**src/logic/ao_failsafe_cfg.svh**
```systemverilog
`ifndef AO_FAILSAFE_CFG_SVH
`define AO_FAILSAFE_CFG_SVH

// =====================================================
// timing
`define CLK_FREQ_MHZ 125
`define WDOG_TIME_MS 500
`define WDOG_CYCLES (`WDOG_TIME_MS * `CLK_FREQ_MHZ * 1000)

// =====================================================
// register map: region = adr[7:5], index = adr[4:2]
`define NUM_CH 4
`define REGION_GLOBAL 3'h0
`define IDX_CTRL 3'h0
`define IDX_STATUS 3'h1
`define IDX_MASK 3'h2
`define IDX_LIVE 3'h3
`define IDX_CFG 3'h0
`define IDX_SIM 3'h1
`define IDX_SUBST 3'h2
`define IDX_LO_LIM 3'h3
`define IDX_HI_LIM 3'h4
`define IDX_RNG_START 3'h5
`define IDX_RNG_END 3'h6
`define IDX_MIN_CUR 3'h7

// =====================================================
// field positions
`define CTRL_ACTIVE_BIT 0
`define CFG_W 6
`define CFG_SIM_BIT 0
`define CFG_ERRMODE_LSB 1
`define CFG_LBD_BIT 3
`define CFG_HART_BIT 4
`define CFG_SIMINV_BIT 5
`define STAT_W 12
`define ST_WDOG_BIT 0
`define ST_LB_LSB 4
`define ST_FAULT_LSB 8
`define PV_INVALID_BIT 1
`define PV_STATUS_W 4
`define SW_LINE_FAULT_BIT 1
`define SW_FAULT_BIT 3

// =====================================================
// reset values and limits
`define RST_ACTIVE 1'b1
`define RST_CFG 6'h00
`define RST_SIM 16'h2710
`define RST_SUBST 16'h2710
`define RST_LO_LIM 16'h0000
`define RST_HI_LIM 16'hEA60
`define RST_RNG_START 16'h2710
`define RST_RNG_END 16'hC350
`define RST_MIN_CUR 16'h0320
`define STAT_OMIT_MIN 16'h2710
`define STAT_OMIT_MAX 16'hC350

`endif

```
**src/logic/ao_failsafe_pkg.sv**
```systemverilog
package ao_failsafe_pkg;
  // error mode, encoded as stored in the channel config field
  typedef enum logic [1:0] {
    ERR_CURRENT = 2'b00,
    ERR_SUBST = 2'b01,
    ERR_LAST = 2'b11
  } err_mode_e;
  typedef logic [15:0] word_t;
endpackage : ao_failsafe_pkg

```
**src/logic/analog_output_channel_failsafe.sv**
```systemverilog
`timescale 1ns/1ns
`default_nettype none
`include "ao_failsafe_cfg.svh"
module analog_output_channel_failsafe
  import ao_failsafe_pkg::*;
#(
  parameter int WDOG_CYCLES = `WDOG_CYCLES
) (
  input wire logic clk_sys_in,
  input wire logic rst_in,
  // wishbone classic slave
  input wire logic wb_cyc_in,
  input wire logic wb_stb_in,
  input wire logic wb_we_in,
  input wire logic [7:0] wb_adr_in,
  input wire logic [3:0] wb_sel_in,
  input wire logic [31:0] wb_dat_in,
  output logic [31:0] wb_dat_out,
  output logic wb_ack_out,
  // process values from the com unit
  input wire logic pv_valid_in,
  input wire logic [1:0] pv_chan_in,
  input wire logic [15:0] pv_word_in,
  // measured loop current, microamps
  input wire logic cur_valid_in,
  input wire logic [1:0] cur_chan_in,
  input wire logic [15:0] cur_ua_in,
  // per-channel results, channel n in bits 16n+15..16n
  output logic [63:0] out_value_out,
  output logic [63:0] out_status_out,
  output logic [3:0] hart_en_out,
  output logic [3:0] chan_active_out,
  output logic wdog_timeout_out,
  output logic irq_out
);
  logic module_active;
  logic [`CFG_W-1:0] cfg [`NUM_CH];
  word_t sim_val [`NUM_CH];
  word_t subst_val [`NUM_CH];
  word_t lo_lim [`NUM_CH];
  word_t hi_lim [`NUM_CH];
  word_t rng_start [`NUM_CH];
  word_t rng_end [`NUM_CH];
  word_t min_cur [`NUM_CH];
  logic [`STAT_W-1:0] irq_status;
  logic [`STAT_W-1:0] irq_mask;
  logic [`STAT_W-1:0] events;
  logic [`STAT_W-1:0] next_status;
  logic [`NUM_CH-1:0] lb_lvl;
  logic [`NUM_CH-1:0] lb_prev;
  logic [`NUM_CH-1:0] fault_lvl;
  logic [`NUM_CH-1:0] fault_prev;
  logic wdog_expire;
  logic [31:0] next_rdata;
  logic req;
  logic wr;
  logic [2:0] region;
  logic [2:0] idx;
  logic [1:0] ch_sel;
  logic chan_hit;
  logic glob_hit;

  // =====================================================
  // register map: byte address = region * 0x20 + index * 4
  //   0x00 control, bit 0 module active
  //   0x04 status, sticky, cleared by a read
  //        bit 0 watchdog expiry
  //        bits 7:4 lead breakage rise, one per channel
  //        bits 11:8 channel fault rise, one per channel
  //   0x08 interrupt mask, status layout
  //   0x0C live levels, status layout, read only
  //   0x10 to 0x1C output value of channels 0 to 3
  //   channel n starts at 0x20 * (n + 1)
  //     +0x00 config
  //           bit 0 simulation source
  //           bits 2:1 error mode
  //           bit 3 lead breakage check
  //           bit 4 HART on
  //           bit 5 simulated value marked invalid
  //     +0x04 simulation value
  //     +0x08 substitute value
  //     +0x0C lower limit
  //     +0x10 upper limit
  //     +0x14 start of range
  //     +0x18 end of range
  //     +0x1C minimum current, microamps
  //   values sit in data bits 15:0 on lanes 0 and 1
  //   control, mask and config take lane 0 only
  //   address bits 1:0 and lanes 2 and 3 are ignored

  // byte-lane merge for 16-bit registers
  function automatic word_t merge16(input word_t old, input logic [31:0] d,
                                    input logic [3:0] sel);
    merge16 = {sel[1] ? d[15:8] : old[15:8], sel[0] ? d[7:0] : old[7:0]};
  endfunction : merge16

  // =====================================================
  // bus decode: one request is taken per ack
  assign req = wb_cyc_in && wb_stb_in && !wb_ack_out;
  assign wr = req && wb_we_in;
  assign region = wb_adr_in[7:5];
  assign idx = wb_adr_in[4:2];
  assign ch_sel = 2'(region - 3'h1);
  assign glob_hit = region == `REGION_GLOBAL;
  // channel n sits in region n+1
  assign chan_hit = region != `REGION_GLOBAL && region <= 3'(`NUM_CH);

  // ack one cycle after the request is seen, then drop
  // a request still held after ack is taken again once ack drops,
  // so the master must drop cyc and stb after each ack
  always_ff @(posedge clk_sys_in or posedge rst_in) begin
    if (rst_in) begin
      wb_ack_out <= 1'b0;
      wb_dat_out <= 32'h0000_0000;
    end else begin
      wb_ack_out <= req;
      if (req && !wb_we_in) begin
        wb_dat_out <= next_rdata;
      end
    end
  end

  // =====================================================
  // module-wide control
  // mask bits 11:8 follow lane 0 too, so no split mask write
  always_ff @(posedge clk_sys_in or posedge rst_in) begin
    if (rst_in) begin
      module_active <= `RST_ACTIVE;
      irq_mask <= `STAT_W'(0);
    end else if (wr && glob_hit && wb_sel_in[0]) begin
      if (idx == `IDX_CTRL) begin
        module_active <= wb_dat_in[`CTRL_ACTIVE_BIT];
      end
      if (idx == `IDX_MASK) begin
        irq_mask <= wb_dat_in[`STAT_W-1:0];
      end
    end
  end

  // =====================================================
  // watchdog on the com unit exchange
  // any word restarts it, whatever its channel; the timeout rises
  // CYCLES - 1 edges after the last word and falls on the edge
  // that takes the next one
  ao_comm_watchdog #(
    .CYCLES(WDOG_CYCLES)
  ) u_wdog (
    .clk_sys_in(clk_sys_in),
    .rst_in(rst_in),
    .kick_in(pv_valid_in),
    .timeout_out(wdog_timeout_out),
    .expire_out(wdog_expire)
  );

  // =====================================================
  // per-channel registers and value path
  genvar g;
  generate
    for (g = 0; g < `NUM_CH; g++) begin : g_ch
      logic ch_wr;
      assign ch_wr = wr && chan_hit && ch_sel == 2'(g);

      // software writes; limits and modes take effect next cycle
      // minimum current holds the last index, hence the default
      always_ff @(posedge clk_sys_in or posedge rst_in) begin
        if (rst_in) begin
          cfg[g] <= `RST_CFG;
          sim_val[g] <= `RST_SIM;
          subst_val[g] <= `RST_SUBST;
          lo_lim[g] <= `RST_LO_LIM;
          hi_lim[g] <= `RST_HI_LIM;
          rng_start[g] <= `RST_RNG_START;
          rng_end[g] <= `RST_RNG_END;
          min_cur[g] <= `RST_MIN_CUR;
        end else if (ch_wr) begin
          case (idx)
            `IDX_CFG: begin
              if (wb_sel_in[0]) begin
                cfg[g] <= wb_dat_in[`CFG_W-1:0];
              end
            end
            `IDX_SIM: sim_val[g] <= merge16(sim_val[g], wb_dat_in, wb_sel_in);
            `IDX_SUBST: subst_val[g] <= merge16(subst_val[g], wb_dat_in, wb_sel_in);
            `IDX_LO_LIM: lo_lim[g] <= merge16(lo_lim[g], wb_dat_in, wb_sel_in);
            `IDX_HI_LIM: hi_lim[g] <= merge16(hi_lim[g], wb_dat_in, wb_sel_in);
            `IDX_RNG_START: rng_start[g] <= merge16(rng_start[g], wb_dat_in, wb_sel_in);
            `IDX_RNG_END: rng_end[g] <= merge16(rng_end[g], wb_dat_in, wb_sel_in);
            default: min_cur[g] <= merge16(min_cur[g], wb_dat_in, wb_sel_in);
          endcase
        end
      end

      // a word taken on one edge shows one edge later: that edge
      // latches it, the next one registers the output; an inactive
      // module drives zero on every channel
      ao_channel_path u_path (
        .clk_sys_in(clk_sys_in),
        .rst_in(rst_in),
        .active_in(module_active),
        .timeout_in(wdog_timeout_out),
        .bus_upd_in(pv_valid_in && pv_chan_in == 2'(g)),
        .bus_word_in(pv_word_in),
        .sim_mode_in(cfg[g][`CFG_SIM_BIT]),
        .sim_invalid_in(cfg[g][`CFG_SIMINV_BIT]),
        .sim_value_in(sim_val[g]),
        .err_mode_in(err_mode_e'(cfg[g][`CFG_ERRMODE_LSB +: 2])),
        .subst_in(subst_val[g]),
        .lo_lim_in(lo_lim[g]),
        .hi_lim_in(hi_lim[g]),
        .rng_start_in(rng_start[g]),
        .rng_end_in(rng_end[g]),
        .lbd_en_in(cfg[g][`CFG_LBD_BIT]),
        .min_cur_in(min_cur[g]),
        .cur_valid_in(cur_valid_in && cur_chan_in == 2'(g)),
        .cur_in(cur_ua_in),
        .out_value_out(out_value_out[16*g +: 16]),
        .status_word_out(out_status_out[16*g +: 16]),
        .lead_break_out(lb_lvl[g]),
        .fault_out(fault_lvl[g])
      );

      // a disabled HART channel frees its slot for the others
      always_ff @(posedge clk_sys_in or posedge rst_in) begin
        if (rst_in) begin
          hart_en_out[g] <= 1'b0;
          chan_active_out[g] <= 1'b0;
        end else begin
          hart_en_out[g] <= module_active && cfg[g][`CFG_HART_BIT];
          chan_active_out[g] <= module_active;
        end
      end
    end
  endgenerate

  // =====================================================
  // interrupt events: timeout entry and rising channel flags
  // a level that stays high sets its bit once; it comes back only
  // after the level has fallen and risen again
  always_ff @(posedge clk_sys_in or posedge rst_in) begin
    if (rst_in) begin
      lb_prev <= `NUM_CH'(0);
      fault_prev <= `NUM_CH'(0);
    end else begin
      lb_prev <= lb_lvl;
      fault_prev <= fault_lvl;
    end
  end

  always_comb begin
    events = `STAT_W'(0);
    events[`ST_WDOG_BIT] = wdog_expire;
    events[`ST_LB_LSB +: `NUM_CH] = lb_lvl & ~lb_prev;
    events[`ST_FAULT_LSB +: `NUM_CH] = fault_lvl & ~fault_prev;
    // read clears, but an event in the same cycle still lands
    if (req && !wb_we_in && glob_hit && idx == `IDX_STATUS) begin
      next_status = events;
    end else begin
      next_status = irq_status | events;
    end
  end

  always_ff @(posedge clk_sys_in or posedge rst_in) begin
    if (rst_in) begin
      irq_status <= `STAT_W'(0);
      irq_out <= 1'b0;
    end else begin
      irq_status <= next_status;
      irq_out <= |(next_status & irq_mask);
    end
  end

  // =====================================================
  // read mux; unmapped addresses read zero and still ack
  // data is registered on the taking edge so it meets the ack;
  // the price is one cycle of latency on every access, which
  // also keeps this mux out of the bus output path
  always_comb begin
    next_rdata = 32'h0000_0000;
    if (glob_hit) begin
      case (idx)
        `IDX_CTRL: next_rdata[`CTRL_ACTIVE_BIT] = module_active;
        `IDX_STATUS: next_rdata[`STAT_W-1:0] = irq_status;
        `IDX_MASK: next_rdata[`STAT_W-1:0] = irq_mask;
        `IDX_LIVE: begin
          next_rdata[`ST_WDOG_BIT] = wdog_timeout_out;
          next_rdata[`ST_LB_LSB +: `NUM_CH] = lb_lvl;
          next_rdata[`ST_FAULT_LSB +: `NUM_CH] = fault_lvl;
        end
        default: next_rdata[15:0] = out_value_out[16*idx[1:0] +: 16];
      endcase
    end else if (chan_hit) begin
      case (idx)
        `IDX_CFG: next_rdata[`CFG_W-1:0] = cfg[ch_sel];
        `IDX_SIM: next_rdata[15:0] = sim_val[ch_sel];
        `IDX_SUBST: next_rdata[15:0] = subst_val[ch_sel];
        `IDX_LO_LIM: next_rdata[15:0] = lo_lim[ch_sel];
        `IDX_HI_LIM: next_rdata[15:0] = hi_lim[ch_sel];
        `IDX_RNG_START: next_rdata[15:0] = rng_start[ch_sel];
        `IDX_RNG_END: next_rdata[15:0] = rng_end[ch_sel];
        default: next_rdata[15:0] = min_cur[ch_sel];
      endcase
    end
  end
endmodule : analog_output_channel_failsafe
`default_nettype wire

```
**src/logic/ao_channel_path.sv**
```systemverilog
`timescale 1ns/1ns
`default_nettype none
`include "ao_failsafe_cfg.svh"
module ao_channel_path
  import ao_failsafe_pkg::*;
(
  input wire logic clk_sys_in,
  input wire logic rst_in,
  input wire logic active_in,
  input wire logic timeout_in,
  input wire logic bus_upd_in,
  input wire logic [15:0] bus_word_in,
  input wire logic sim_mode_in,
  input wire logic sim_invalid_in,
  input wire logic [15:0] sim_value_in,
  input wire err_mode_e err_mode_in,
  input wire logic [15:0] subst_in,
  input wire logic [15:0] lo_lim_in,
  input wire logic [15:0] hi_lim_in,
  input wire logic [15:0] rng_start_in,
  input wire logic [15:0] rng_end_in,
  input wire logic lbd_en_in,
  input wire logic [15:0] min_cur_in,
  input wire logic cur_valid_in,
  input wire logic [15:0] cur_in,
  output logic [15:0] out_value_out,
  output logic [15:0] status_word_out,
  output logic lead_break_out,
  output logic fault_out
);
  word_t bus_word;
  word_t last_valid;
  word_t src_value;
  word_t picked;
  word_t clamped;
  logic src_invalid;
  logic fault;
  logic omit;

  // =====================================================
  // latest bus word; low nibble carries the invalid flag
  always_ff @(posedge clk_sys_in or posedge rst_in) begin
    if (rst_in) begin
      bus_word <= 16'h0000;
    end else if (bus_upd_in) begin
      bus_word <= bus_word_in;
    end
  end

  // source select, fault detection, strategy and clamp
  always_comb begin
    if (sim_mode_in) begin
      src_value = sim_value_in;
      src_invalid = sim_invalid_in;
    end else begin
      src_value = {bus_word[15:`PV_STATUS_W], `PV_STATUS_W'(0)};
      src_invalid = bus_word[`PV_INVALID_BIT];
    end
    // line faults stay out of this term on purpose
    fault = timeout_in || src_invalid;
    picked = src_value;
    if (fault) begin
      case (err_mode_in)
        ERR_CURRENT: picked = src_value;
        ERR_SUBST: picked = subst_in;
        ERR_LAST: picked = last_valid;
        default: picked = src_value;
      endcase
    end
    if (picked < lo_lim_in) begin
      clamped = lo_lim_in;
    end else if (picked > hi_lim_in) begin
      clamped = hi_lim_in;
    end else begin
      clamped = picked;
    end
    omit = rng_start_in < `STAT_OMIT_MIN || rng_end_in > `STAT_OMIT_MAX;
  end

  // =====================================================
  // capture only while healthy, so the hold is pre-fault
  always_ff @(posedge clk_sys_in or posedge rst_in) begin
    if (rst_in) begin
      last_valid <= `RST_LO_LIM;
    end else if (!fault) begin
      last_valid <= src_value;
    end
  end

  // lead breakage, refreshed by each current sample
  always_ff @(posedge clk_sys_in or posedge rst_in) begin
    if (rst_in) begin
      lead_break_out <= 1'b0;
    end else if (!lbd_en_in || !active_in) begin
      lead_break_out <= 1'b0;
    end else if (cur_valid_in) begin
      lead_break_out <= cur_in < min_cur_in;
    end
  end

  // =====================================================
  // output and status word; inactive channel drives zero
  always_ff @(posedge clk_sys_in or posedge rst_in) begin
    if (rst_in) begin
      out_value_out <= 16'h0000;
      status_word_out <= 16'h0000;
      fault_out <= 1'b0;
    end else begin
      out_value_out <= active_in ? clamped : 16'h0000;
      fault_out <= active_in && fault;
      if (omit) begin
        status_word_out <= active_in ? clamped : 16'h0000;
      end else begin
        status_word_out <= 16'h0000;
        if (active_in) begin
          status_word_out[15:`PV_STATUS_W] <= clamped[15:`PV_STATUS_W];
          status_word_out[`SW_LINE_FAULT_BIT] <= lead_break_out;
          status_word_out[`SW_FAULT_BIT] <= fault;
        end
      end
    end
  end
endmodule : ao_channel_path
`default_nettype wire

```
**src/logic/ao_comm_watchdog.sv**
```systemverilog
`timescale 1ns/1ns
`default_nettype none
module ao_comm_watchdog #(
  parameter int CYCLES = 62500000
) (
  input wire logic clk_sys_in,
  input wire logic rst_in,
  input wire logic kick_in,
  output logic timeout_out,
  output logic expire_out
);
  localparam int W = $clog2(CYCLES + 1);
  logic [W-1:0] cnt;

  // =====================================================
  // silence counter, restarted by every exchange
  always_ff @(posedge clk_sys_in or posedge rst_in) begin
    if (rst_in) begin
      cnt <= '0;
    end else if (kick_in) begin
      cnt <= '0;
    end else if (cnt != W'(CYCLES - 1)) begin
      cnt <= cnt + W'(1);
    end
  end

  // =====================================================
  // timeout level plus one pulse on entry
  always_ff @(posedge clk_sys_in or posedge rst_in) begin
    if (rst_in) begin
      timeout_out <= 1'b0;
      expire_out <= 1'b0;
    end else begin
      expire_out <= !kick_in && !timeout_out && cnt == W'(CYCLES - 2);
      if (kick_in) begin
        timeout_out <= 1'b0;
      end else if (cnt == W'(CYCLES - 2)) begin
        timeout_out <= 1'b1;
      end
    end
  end
endmodule : ao_comm_watchdog
`default_nettype wire

```
**config.mk**
```make
export PLATFORM = sky130hd
export DESIGN_NAME = analog_output_channel_failsafe
export DESIGN_NICKNAME = d
export VERILOG_FILES = /design/src/logic/ao_failsafe_pkg.sv /design/src/logic/analog_output_channel_failsafe.sv /design/src/logic/ao_channel_path.sv /design/src/logic/ao_comm_watchdog.sv
export VERILOG_INCLUDE_DIRS = /design/src /design/src/logic
export SDC_FILE = /design/constraint.sdc
export NUM_CORES = 2
export LEC_CHECK = 0
export BUFFER_PORTS_ARGS = -buffer_cell sky130_fd_sc_hd__buf_2
export CAP_MARGIN = 20
export CORE_ASPECT_RATIO = 1.25
export CORE_MARGIN = 4
export CORE_UTILIZATION = 35
export CTS_CLUSTER_SIZE = 14
export DETAILED_ROUTE_END_ITERATION = 12
export REMOVE_ABC_BUFFERS = 1
export SLEW_MARGIN = 20
export SYNTH_ARGS = -nofsm -noshare
export SYNTH_HDL_FRONTEND = slang
export SYNTH_HIERARCHICAL = 1
export SYNTH_SLANG_ARGS = --single-unit
```
**constraint.sdc**
```tcl
create_clock -name clk_sys_in -period 39.9 [get_ports clk_sys_in]
set_input_delay 7.98 -clock clk_sys_in [delete_from_list [all_inputs] [get_ports clk_sys_in]]
set_output_delay 7.98 -clock clk_sys_in [all_outputs]
set_load 0.005 [all_outputs]
```
==> impl_metrics.ini <==
[status]
status = finished clean

[placement]
gp_congestion = 0.975
numPortBuffers = 218
dp_hpwl_um = 114000
post-place-ws_ps = 27470

[power_and_ir_drop]
p_leak_nw = 21.6
power_density_nw_per_um2 = 42.0
vdd_drop_max_mv = 0.0292
power_mw = 2.04

[global_routing]
grt_overflow = 0
antenna_found_initial = 9
grt_max_degree = 147
grt_pass1_vias = 30800
track_usage_pct = 23.6
grt_pass1_wl_um = 223000

[clock_tree]
cts_buffer_depth = 3
htreeDepth = 3
clk_latency_ps = 720
cts_hold_buf = 0
root_buffer = clkbuf_16
cts_buffers = 84
cts.sinks = 804
cts_resized = 0
cts_post_setup_buffers_inserted = 0
cts_tree = built
clkSlewWorstSetupHoldPaths_ps = 70

[worst_setup_path]
cp-end-kind = flop
worstPathRequired_ps = 40500
cp_common_cell = buf_4
arrival_ps = 12430
cp_max_fo = 51
crit_buf_inv = 4
cp_cell_sequence = buf_6 > inv_1 > ha_4 > buf_4 > buf_4 > mux4_2 > a221oi_1 > a21oi_1 > o221a_2
critPathLaunchType = primary input
cp_top_family = buffers and inverters
cp_slowest_cell = a221oi_1
cpPeakStageDelay_ps = 850
critical_path_class = primary input to flop

[yosys]
yosysUniqueCellTypes = 94
synth_top_area_share_pct = 39.3
synth-seq-cells = 804
yosys.area.top_type = dfrtp_1
ys.flop_type = dfrtp_1
ys_seq_area_share_pct = 46.8
synth.area.top_cells = dfrtp_1 39%, mux2_2 14%, dfstp_2 7.6%
syn_inst = 3618
syn_avg_cell_area_um2 = 12.0
synth-async-reset-ratio_pct = 100
synth_edf_count = 0
synthesis.area_um2 = 43300
ys_warn_count = 6

[floorplan]
rows = 144
die_w_um = 323
io_pins = 258
fp.dieH_um = 401
die_area_um2 = 129000
initial_core_util_pct = 35.2
core_um2 = 123000

[finish]
final_cell_mix = 678 x dfrtp_1, 555 x mux2_2, 246 x a21oi_1
nets = 4039
final_common_cell = dfrtp_1
drive_above_1_share_pct = 34.1
syn2layout_area_growth_pct = 12.4
fin_util_pct = 39.5

[sta]
worst_slew_pin_slew_ps = 1180
relSlewSlack_pct = 20.9
fin_skew_ps = 39.1
grt_setup_unrepaired = false
finalSetupViolCount = 0
hold_viol = 0
fin_crit_sh_pct = 29.6
drv_slew = 0
max_freq_mhz = 84.6
worst_slack_ps = 28070
fin_crit_ps = 11830
finalSetupTns_ps = 0

[route]
ant_nets = 0
viasPerCell = 5.75
wire_per_inst_um = 28.5
drcViolationCount = 0
drt-initial-drc-count = 2878
wl_um = 155000
vias = 31300
drt-pass1-iter-count = 6

[job]
maxCapViolCount = 0

[min_path]
hp-class = flop to flop
==> worst register-to-register path: stages (launching register included) <==
cell and delay [ps]:
dfrtp_1 330, buf_4 360, nand2b_1 180, nand3b_1 70, buf_4 260, nand2_1 380
buf_4 370, a211oi_1 110, a21oi_1 610, ha_1 380, nand4_1 360, inv_1 90
a221oi_1 900, nand3_2 570, buf_4 440, o21ai_0 320, a21oi_1 130
==> layout make-up <==
class | count | area, um^2
Fill cell | 11800 | 74400
Antenna cell | 2 | 5.00
Multi-Input combinational cell | 2373 | 21100
Tap cell | 1606 | 2010
Clock buffer | 122 | 2470
Clock inverter | 35 | 384
Inverter | 228 | 868
Sequential cell | 804 | 20300
Timing Repair Buffer | 269 | 1540
==> report_power, final <==
| group | internal [mW] | switching, mW | total, mW |
|---|---|---|---|
| sequential | 0.861 | 0.0350 | 0.896 |
| clock | 0.462 | 0.357 | 0.819 |
| combinational | 0.110 | 0.217 | 0.327 |
==> metrics by stage <==
step	cells	hold slack (ps)	cell area, um^2
6_report	5439	393	48600
5_1_grt	5438	397	48600
3_3_place_gp	5276	389	45700
2_1_floorplan	3405	369	42100
4_1_cts	5435	389	48600
3_5_place_dp	5278	386	45700
==> flip-flops by register name (all words and copies together) (netlist names), 4 cells and up <==
name / cells
rng_start: 64
cfg: 24
wb_dat_out: 16
lb_prev: 4
g_ch.u_path/lead_break_out: 4
hart_en_out: 4
min_cur: 64
u_wdog/cnt: 26
lo_lim: 64
irq_status: 12
subst_val: 64
g_ch.u_path/status_word_out: 64
hi_lim: 64
fault_prev: 4
g_ch.u_path/last_valid: 64
rng_end: 64
g_ch.u_path/out_value_out: 60
sim_val: 64
g_ch.u_path/bus_word: 52
g_ch.u_path/fault_out: 4
irq_mask: 12
==> per-layer routing <==
layer | vias up | share of wire (%) | global-route usage, %
met3 | 298 | 7.4 | 4.54
met5 | - | 0.017 | 0
met1 | 16200 | 41 | 31.1
met2 | 1322 | 46 | 36.9
li1 | 13500 | - | -
met4 | 4 | 6.0 | 12.7
==> path summary, 6_finish.rpt <==
kind,cells after the start,startpoint,slack [ps],end
worst max register to register,16,cfg[18],33920,g_ch[0].u_path/status_word_out[11]
worst max-delay path,9,wb_adr_in[5],28070,wb_dat_out[13]
max in group asynchronous,7,rst_in,28630,min_cur[0]
worst min-delay path,0,g_ch[1].u_path/fault_out,390,fault_prev[1]
min in group asynchronous,2,rst_in,7280,g_ch[2].u_path/bus_word[10]
worst min register to register,0,g_ch[1].u_path/fault_out,390,fault_prev[1]
==> synthesized netlist by cell type, types with 65 or more instances <==
cell type / number
a211oi_1: 65
a21oi_1: 246
dfrtp_1: 679
buf_2: 67
clkbuf_1: 101
dfstp_2: 125
nand2_1: 154
mux4_2: 123
o21ai_0: 165
nor2b_1: 72
mux2_2: 555
mux2i_1: 143
ha_1: 192
nor2_1: 106
inv_1: 226
==> logic make-up (layout without fill, tap and decap cells) <==
family / count (synthesis) / in the layout / share of synthesized area [%]
other: 1 / 18 / 0.00866
XOR/XNOR: 17 / 17 / 0.344
multiplexers: 825 / 825 / 24.3
adder cells (fa/ha/maj): 192 / 192 / 5.55
buffers and inverters: 456 / 654 / 4.73
AND/OR/NAND/NOR: 608 / 608 / 7.63
flip-flops: 804 / 804 / 46.8
AO/OA/AOI/OAI: 715 / 715 / 10.6
(Power assumes the default switching activity.)
